--- src/design/ext_irq_pkg.sv ---
// Constants shared by the external pin interrupt control block
`default_nettype none
package ext_irq_pkg;
  // Register offsets on the plain register port
  localparam logic [3:0] OFF_CTRL = 4'h0;
  localparam logic [3:0] OFF_EDGE = 4'h1;
  localparam logic [3:0] OFF_STAT = 4'h2;
  localparam logic [3:0] OFF_MASK = 4'h3;

  // Field positions in external_pin_irq_control
  localparam int BIT_SRC2_PRIORITY = 7;
  localparam int BIT_SRC1_PRIORITY = 6;
  localparam int BIT_SRC2_ENABLE = 4;
  localparam int BIT_SRC1_ENABLE = 3;
  localparam int BIT_SRC2_FLAG = 1;
  localparam int BIT_SRC1_FLAG = 0;

  // Positions in the edge, status and mask registers
  localparam int BIT_SRC1 = 0;
  localparam int BIT_SRC2 = 1;

  // Values after reset and implemented-bit masks
  localparam logic [7:0] CTRL_RST = 8'hC0;
  localparam logic [7:0] CTRL_IMPL = 8'hDB;
  localparam logic [7:0] EDGE_RST = 8'h03;
  localparam logic [7:0] EDGE_IMPL = 8'h03;
  localparam logic [7:0] STAT_RST = 8'h00;
  localparam logic [7:0] MASK_RST = 8'h00;
  localparam logic [7:0] MASK_IMPL = 8'h03;
  localparam logic [7:0] RDATA_RST = 8'h00;

  // Register port access kinds
  typedef enum logic [2:0] {
    ACC_IDLE  = 3'b001,
    ACC_WRITE = 3'b010,
    ACC_READ  = 3'b100
  } access_t;
endpackage
`default_nettype wire

--- src/design/pin_edge_sync.sv ---
// Pin synchroniser and selectable edge detector for one interrupt source
`default_nettype none
module pin_edge_sync
  import ext_irq_pkg::*;
(
  // Clock and reset
  input wire logic clk,
  input wire logic rst,
  // Pin and edge choice
  input wire logic pin,
  input wire logic rise_sel,
  // Event
  output logic edge_pulse
);
  logic meta_ff, sync_ff, prev_ff;
  logic nxt_meta, nxt_sync, nxt_prev;

  always_comb begin
    nxt_meta = pin;
    nxt_sync = meta_ff;
    nxt_prev = sync_ff;
  end

  // Reset to low so a pin held high at release reads as a rising edge
  always_ff @(posedge clk or posedge rst) begin
    if (rst) begin
      meta_ff <= 1'b0;
      sync_ff <= 1'b0;
      prev_ff <= 1'b0;
    end else begin
      meta_ff <= nxt_meta;
      sync_ff <= nxt_sync;
      prev_ff <= nxt_prev;
    end
  end

  // Only the second and third stages feed the edge logic
  assign edge_pulse = rise_sel ? (sync_ff & ~prev_ff) : (~sync_ff & prev_ff);
endmodule
`default_nettype wire

--- src/design/ext_irq_ctrl.sv ---
// External pin interrupt control and status block with register port
//
// Functional notes
// - Priority bits 7 and 6, R/W, reset one.
// - Priority one goes high level, zero low.
// - Pin event sets flag; only software clears.
// - Flag sets regardless of any enable.
// - Flags readable anytime for polling.
// - Bits 5 and 2 read zero, ignore writes.
//
// Implementation choices: the placing of the registers and the strobed register port.
`default_nettype none
module ext_irq_ctrl
  import ext_irq_pkg::*;
#(
  parameter int ADDR_W = 4,
  parameter int DATA_W = 8
) (
  // Clock and reset
  input wire logic CLK,
  input wire logic RST,
  // External interrupt pins
  input wire logic SRC1_PIN,
  input wire logic SRC2_PIN,
  // Core side
  input wire logic GLOBAL_EN,
  output logic IRQ_HIGH,
  output logic IRQ_LOW,
  // Register port
  input wire logic [ADDR_W-1:0] ADDR,
  input wire logic [DATA_W-1:0] WDATA,
  input wire logic WR,
  input wire logic RD,
  output logic [DATA_W-1:0] RDATA,
  // Event interrupt
  output logic IRQ
);

  // Offsets need two address bits; every field assumes one byte
  if (ADDR_W < 2 || DATA_W != 8) begin : g_bad_params
    $error("ext_irq_ctrl: ADDR_W must be >= 2 and DATA_W must be 8");
  end

  logic [7:0] ctrl_ff, nxt_ctrl;
  logic [7:0] edge_ff, nxt_edge;
  logic [7:0] stat_ff, nxt_stat;
  logic [7:0] mask_ff, nxt_mask;
  logic [7:0] rdata_ff, nxt_rdata;
  logic irq_high_ff, nxt_irq_high;
  logic irq_low_ff, nxt_irq_low;
  logic irq_ff, nxt_irq;
  logic ev1, ev2;
  logic sel_ctrl, sel_edge, sel_stat, sel_mask;
  logic req1, req2;
  access_t acc;

  // Pin events
  pin_edge_sync u_sync1 (
    .clk(CLK),
    .rst(RST),
    .pin(SRC1_PIN),
    .rise_sel(edge_ff[BIT_SRC1]),
    .edge_pulse(ev1)
  );

  pin_edge_sync u_sync2 (
    .clk(CLK),
    .rst(RST),
    .pin(SRC2_PIN),
    .rise_sel(edge_ff[BIT_SRC2]),
    .edge_pulse(ev2)
  );

  // Address decode
  always_comb begin
    sel_ctrl = 1'b0;
    sel_edge = 1'b0;
    sel_stat = 1'b0;
    sel_mask = 1'b0;
    if (ADDR == ADDR_W'(OFF_CTRL)) begin
      sel_ctrl = 1'b1;
    end else if (ADDR == ADDR_W'(OFF_EDGE)) begin
      sel_edge = 1'b1;
    end else if (ADDR == ADDR_W'(OFF_STAT)) begin
      sel_stat = 1'b1;
    end else if (ADDR == ADDR_W'(OFF_MASK)) begin
      sel_mask = 1'b1;
    end
  end

  always_comb begin
    if (WR) begin
      acc = ACC_WRITE;
    end else if (RD) begin
      acc = ACC_READ;
    end else begin
      acc = ACC_IDLE;
    end
  end

  // Register file next state
  always_comb begin
    nxt_ctrl = ctrl_ff;
    nxt_edge = edge_ff;
    nxt_mask = mask_ff;
    nxt_stat = stat_ff;
    nxt_rdata = RDATA_RST;
    case (acc)
      ACC_WRITE: begin
        if (sel_ctrl) begin
          nxt_ctrl = WDATA & CTRL_IMPL;
        end
        if (sel_edge) begin
          nxt_edge = WDATA & EDGE_IMPL;
        end
        if (sel_mask) begin
          nxt_mask = WDATA & MASK_IMPL;
        end
      end
      ACC_READ: begin
        if (sel_ctrl) begin
          nxt_rdata = ctrl_ff & CTRL_IMPL;
        end else if (sel_edge) begin
          nxt_rdata = edge_ff;
        end else if (sel_stat) begin
          nxt_rdata = stat_ff;
          nxt_stat = STAT_RST;
        end else if (sel_mask) begin
          nxt_rdata = mask_ff;
        end
      end
      default: begin
        nxt_rdata = RDATA_RST;
      end
    endcase
    // Events win over a software clear in the same cycle
    if (ev1) begin
      nxt_ctrl[BIT_SRC1_FLAG] = 1'b1;
      nxt_stat[BIT_SRC1] = 1'b1;
    end
    if (ev2) begin
      nxt_ctrl[BIT_SRC2_FLAG] = 1'b1;
      nxt_stat[BIT_SRC2] = 1'b1;
    end
  end

  always_ff @(posedge CLK or posedge RST) begin
    if (RST) begin
      ctrl_ff <= CTRL_RST;
      edge_ff <= EDGE_RST;
      stat_ff <= STAT_RST;
      mask_ff <= MASK_RST;
      rdata_ff <= RDATA_RST;
    end else begin
      ctrl_ff <= nxt_ctrl;
      edge_ff <= nxt_edge;
      stat_ff <= nxt_stat;
      mask_ff <= nxt_mask;
      rdata_ff <= nxt_rdata;
    end
  end

  // Request routing to the core
  always_comb begin
    req1 = ctrl_ff[BIT_SRC1_FLAG] & ctrl_ff[BIT_SRC1_ENABLE];
    req2 = ctrl_ff[BIT_SRC2_FLAG] & ctrl_ff[BIT_SRC2_ENABLE];
    nxt_irq_high = GLOBAL_EN & ((req1 & ctrl_ff[BIT_SRC1_PRIORITY]) |
                                (req2 & ctrl_ff[BIT_SRC2_PRIORITY]));
    nxt_irq_low = GLOBAL_EN & ((req1 & ~ctrl_ff[BIT_SRC1_PRIORITY]) |
                               (req2 & ~ctrl_ff[BIT_SRC2_PRIORITY]));
    nxt_irq = |(stat_ff & mask_ff);
  end

  // One cycle of latency is traded for glitch-free outputs
  always_ff @(posedge CLK or posedge RST) begin
    if (RST) begin
      irq_high_ff <= 1'b0;
      irq_low_ff <= 1'b0;
      irq_ff <= 1'b0;
    end else begin
      irq_high_ff <= nxt_irq_high;
      irq_low_ff <= nxt_irq_low;
      irq_ff <= nxt_irq;
    end
  end

  assign IRQ_HIGH = irq_high_ff;
  assign IRQ_LOW = irq_low_ff;
  assign IRQ = irq_ff;
  assign RDATA = rdata_ff;

  // Checks
  logic first_done_ff;

  always_ff @(posedge CLK or posedge RST) begin
    if (RST) begin
      first_done_ff <= 1'b0;
    end else begin
      first_done_ff <= 1'b1;
    end
  end
endmodule
`default_nettype wire

--- config.mk ---
export PLATFORM = sky130hd
export DESIGN_NAME = ext_irq_ctrl
export DESIGN_NICKNAME = d
export VERILOG_FILES = /design/src/design/ext_irq_pkg.sv /design/src/design/pin_edge_sync.sv /design/src/design/ext_irq_ctrl.sv
export SDC_FILE = /design/constraint.sdc
export NUM_CORES = 1
export LEC_CHECK = 0
export BUFFER_PORTS_ARGS = -buffer_cell sky130_fd_sc_hd__clkbuf_2
export CAP_MARGIN = 20
export CORE_ASPECT_RATIO = 1.25
export CORE_MARGIN = 4
export CORE_UTILIZATION = 35
export DETAILED_ROUTE_END_ITERATION = 16
export PLACE_DENSITY_LB_ADDON = 0.05
export SETUP_SLACK_MARGIN = 0.2
export SYNTH_ARGS = -nofsm -noshare
export SYNTH_HDL_FRONTEND = slang
export SYNTH_HIERARCHICAL = 1
export SYNTH_SLANG_ARGS = --single-unit
--- constraint.sdc ---
create_clock -name CLK -period 1.3 [get_ports CLK]
set_input_delay 0.26 -clock CLK [delete_from_list [all_inputs] [get_ports CLK]]
set_output_delay 0.26 -clock CLK [all_outputs]
set_load 0.005 [all_outputs]
# Yosys cells after proc, flatten, opt, wreduce, memory -nomap -nowiden
# Cells that the tools add are included.
# totals
regBits,29
input_bits,19
output_inout_bits,11
word_cells,93
# op_classes
eq_ne,9
muxes,29
bitwise,21
n_reduce_logical,17
# ops
cell,n
$mux W2,9
$mux W1,16
$mux W8,2
$reduce_bool A2 Y1,8
$and A1 B1 Y1,12
$reduce_and A2 Y1,5
$eq A4 B2 Y1 const B,2
$ne A2 B2 Y1 const B,4
$reduce_and A4 Y1,2
$reduce_or A8 Y1,1
$mux W3,2
$not A1 Y1,6
$eq A4 B1 Y1 const B,1
$logic_not A4 Y1,1
$eq A3 B2 Y1 const B,1
$eq A3 B3 Y1 const B,1
$and A2 B2 Y2,1
$or A1 B1 Y1,2

# Depth between registers and ports, before layout
# logic_depth
depth_word,10
depth_mapped,4
mapped_depth_nobuf,4

# Cells and area by module
# Netlist, hierarchy kept.
# by_module_without_submodules
mod,n_inst,cells_each,area_each_um2,seq_area_each_um2
ext_irq_ctrl,1,72,934.6,530.5
pin_edge_sync,2,7,101.3,75.1

# Least setup slack after synthesis
# Ideal clock, no wire load.
# synth_path
path_kind,input to register
startpoint,input ADDR[3]
endpoint,register edge_ff[0]
setup_ns,0.082
arrival_time_ns,1.048
required_time_ns,1.218
setup_slack_ns,0.170
cell_stages,3
n_path_buf,0
cell_sequence,nor3_4 > and3_2 > mux2_2
# synth_between
elab_chain_len,4
elab_cells_between_ends,5
cone_classes,eq/ne: 1; mux: 2; reduce/logical: 2
# synth_rtl
element,line,text
start: declaration,ext_irq_ctrl.sv:30,"input wire logic [ADDR_W-1:0] ADDR,"
$eq A4 B1 Y1,ext_irq_ctrl.sv:82,end else if (ADDR == ADDR_W'(OFF_EDGE)) begin
$mux W1,ext_irq_ctrl.sv:82,
$mux W1 *,ext_irq_ctrl.sv:80,if (ADDR == ADDR_W'(OFF_CTRL)) begin
$reduce_and A2 Y1 (no line) *,n/a,
end signal: assignment,ext_irq_ctrl.sv:156,edge_ff <= nxt_edge;
end: declaration,ext_irq_ctrl.sv:45,"logic [7:0] edge_ff, nxt_edge;"
# Mark *: on every way between the ends. The rest lies on a longest branch, timed or not.
# A chain may end at the register's enable or synchronous reset.

# Worst setup path after layout
# layout_path
startpoint,register irq_high_ff (netlist: IRQ_HIGH)
endpoint,output IRQ_HIGH
# layout_rtl
element,line,text
start: declaration,ext_irq_ctrl.sv:49,"logic irq_high_ff, nxt_irq_high;"
start signal: assignment,ext_irq_ctrl.sv:181,irq_high_ff <= nxt_irq_high;
end: declaration,ext_irq_ctrl.sv:27,"output logic IRQ_HIGH,"
# No word-level cell between the ends.

==> results.md <==
* Status: completed
* Internal Power at around 0.0013 W
* Ports at 30
* Core Area at 3030 sq um
* Via count at about 730
* Die W at about 60 um
* Switching Share at 25.4%
* Row cnt at 22
* Post-synthesis register bit count at 27
* Tmin final at 1080 ps
* DRC Markers at 0
* Util after Layout at roughly 48%
* Share of layout cells above drive strength 1 at between 40 and 50%
* CP delay by family, top: flip-flops
* Worst path bufs/invs at 1
* YS warnings at 6
* Fill count at slightly above 300
* Port bufs at 25
* Primary FF master, synth: dfrtp_1
* Post-synth EDFFs at 0
* Grt ovf at 0
* HP Start: SRC2_PIN
* HP Class: in2reg
* Largest net degree at the start of global routing at 22
* ANT cells at 0
* Yosys cell types at 27
* CP required at roughly 1000 ps
* Most common cell in the netlist: dfrtp_1
* Final worst-path cycle share at between 80% and 90%
* Max cap viols at 0
* Setup TNS at 0 ps
* Register area share after synthesis at 59.8%
* Maximum clock insertion buffer count at 2
* Async set-reset flop share out of synthesis at between 90% and 100%
* Max Slew Vio Count at 0
* Seq pwr share at approximately three fifths
* Leakage power at approximately 0.74 nW
* Final-report hold violation count at 0
* TritonRoute pass-1 iters at 4
* Cell chain of the critical path: clkbuf_2
* HPWL after DPL at about 1600 um
* Crit Path Category: reg2out
* Cell with the largest stage delay on the worst path: dfrtp_1
* Hold Path End: u_sync2/meta_ff
* Synth Instances at 86
* Clock network fraction of total power at around 21%
* Avg WL per Cell at around 12 um
* Final setup vio count at 0
* Worst skew pair latency at between 300 and 400 ps
* Mapped Area at between 1000 and 1500 sq um
* TritonCTS clock tree: done
* Area leader, netlist: dfrtp_1
* Max incr delay on CP at 390 ps
* Reg2reg path depth at 4
* Synth-to-layout area growth at 26.6%
* Max Fclk at 927 MHz
* Critical Path AT at 820 ps
* Routed Antenna Nets at 0
* Vias per cell at 4.50
* Initial antenna violation count at 0
* Crit Path Max Fanout at 1
* Largest cells by area after synthesis: dfrtp_1, dfstp_2, mux2i_1
* Clk_skew at 2.90 ps
* Height of the die at between 70 and 80 um
* Mapped Avg Cell Area at about 13 sq um
* Sw Pwr at approximately 0.00044 W
* Vias in the first global route at between 700 and 800
* Worst reg-to-reg setup slack at 250 ps
* Worst vdd ir at ~0.00073 V
* Cts bufs inserted at 3
* CP endpoint kind: output pin
* H-tree Lvls at 1
* Die ar. at between 4000 and 5000 sq um
* GRT Util Overall at a little over a tenth
* Worst R2R End: ctrl_ff[1]
* CTS Sinks at 27
* Critical Path Stages at 1
* Initial Util at ~38%
* RSZ-0062 raised after global routing: true
* Post-layout net count at 146
* Critical Path Start Type: flop
* Commonest cells post-synth: dfrtp_1, nand2_1, mux2i_1, and2_1, nor2_1
* First-pass GRT wire length at between 3000 and 4000 um
* Reg clk slew, reported paths at roughly 140 ps
* Hold depth at 1
* Gate power share at 19.7%
* Routability Congestion at ~0.77
* PwrDens at between 1000 and 1500 nW/um^2
* DR iter-0 viols at 17
* Synth top area share at 50.6%
* Worst r2r src: edge_ff[1]
* Drt total wl at 1960 um
* Root buffer cell: clkbuf_4
## worst max path at each step
| stage | from | endpoint | slack (ps) |
|---|---|---|---|
| 2_1_floorplan | ADDR[1] | edge_ff[0] | 180 |
| 3_3_place_gp | ADDR[1] | edge_ff[1] | 9 |
| 3_5_place_dp | ADDR[1] | edge_ff[0] | 3 |
| 4_1_cts | IRQ_HIGH | IRQ_HIGH | 190 |
| 5_1_grt | RDATA[7] | RDATA[7] | 170 |
| 6_report | IRQ_HIGH | IRQ_HIGH | 220 |
## what timing repair did
action                     4_1_cts  5_1_grt
hold buffers                     1        0
resized for setup                0        2
hold endpoints to repair        23        0
setup buffers                    1        3
pin swaps                        1        6
setup endpoints to repair        2       10
## metal layers
layer	GRT usage, %	up-vias	wire, um
met4	6.05	0	41
li1	-	373	-
met5	0	-	0
met1	13.9	332	860
met3	1.80	4	132
met2	16.2	20	926
## cell usage in the layout (no fill, tap or decap), types with 2 or more instances in the layout
| cell | netlist | final |
|---|---|---|
| nand3_1 | 2 | 2 |
| and2_1 | 5 | 5 |
| conb_1 | 1 | 2 |
| dfstp_2 | 4 | 4 |
| and3_1 | 2 | 2 |
| inv_1 | 3 | 3 |
| dfrtp_1 | 23 | 23 |
| mux2_4 | 4 | 6 |
| clkbuf_4 | 0 | 3 |
| mux2_2 | 4 | 2 |
| mux2i_1 | 6 | 6 |
| nor2_1 | 5 | 5 |
| buf_4 | 2 | 12 |
| nand2b_1 | 2 | 2 |
| clkbuf_2 | 0 | 25 |
| nand2_1 | 8 | 7 |
| a21o_1 | 2 | 2 |
## cells by family after synthesis
group,Yosys count,synth area share (%)
other,1,0.330
DFF,27,59.8
muxes,14,14.5
buffers and inverters,6,2.75
and+or+nand+nor,31,17.1
AOI/OAI and AO/OA,7,5.50
## power groups by stage
| stage | combinational, W | clock (W) | sequential, W |
|---|---|---|---|
| final | 0.000341 | 0.000354 | 0.00103 |
| after global routing | 0.000381 | 0.000404 | 0.00105 |
| after global placement | 0.000285 | 0 | 0.00105 |
| after CTS | 0.000304 | 0.000374 | 0.00104 |
| after floorplan | 0.000194 | 0 | 0.00103 |
| after detailed placement | 0.000288 | 0 | 0.00105 |
## flip-flops by register name (all words and copies together), names as in the netlist, 2 cells and up
signal   flops
RDATA        6
edge_ff      2
stat_ff      2
mask_ff      2
ctrl_ff      6
## through the flow
| stage | power, W | instance area [sq um] | hold slack [ps] | std cells | setup slack, ps |
|---|---|---|---|---|---|
| after global placement | 0.00134 | 1360 | 133 | 153 | 9.28 |
| after detailed placement | 0.00134 | 1360 | 138 | 153 | 3.44 |
| after floorplan | 0.00123 | 1150 | 13.6 | 87 | 181 |
| after CTS | 0.00171 | 1410 | 16.5 | 159 | 193 |
| final | 0.00173 | 1440 | 34.0 | 162 | 222 |
| after global routing | 0.00184 | 1440 | 2.35 | 162 | 171 |
## layout make-up
class	count	area, sq um	area share (%)
clock inverter	1	5.00	0.348
clock buffer	3	22.5	1.56
sequential	27	681	47.3
multi-input combinational	54	450	31.3
inverter	3	11.3	0.782
tap	36	45.0	3.13
timing repair buffer	38	225	15.6
Note: power is estimated with default switching activity, not from simulation.
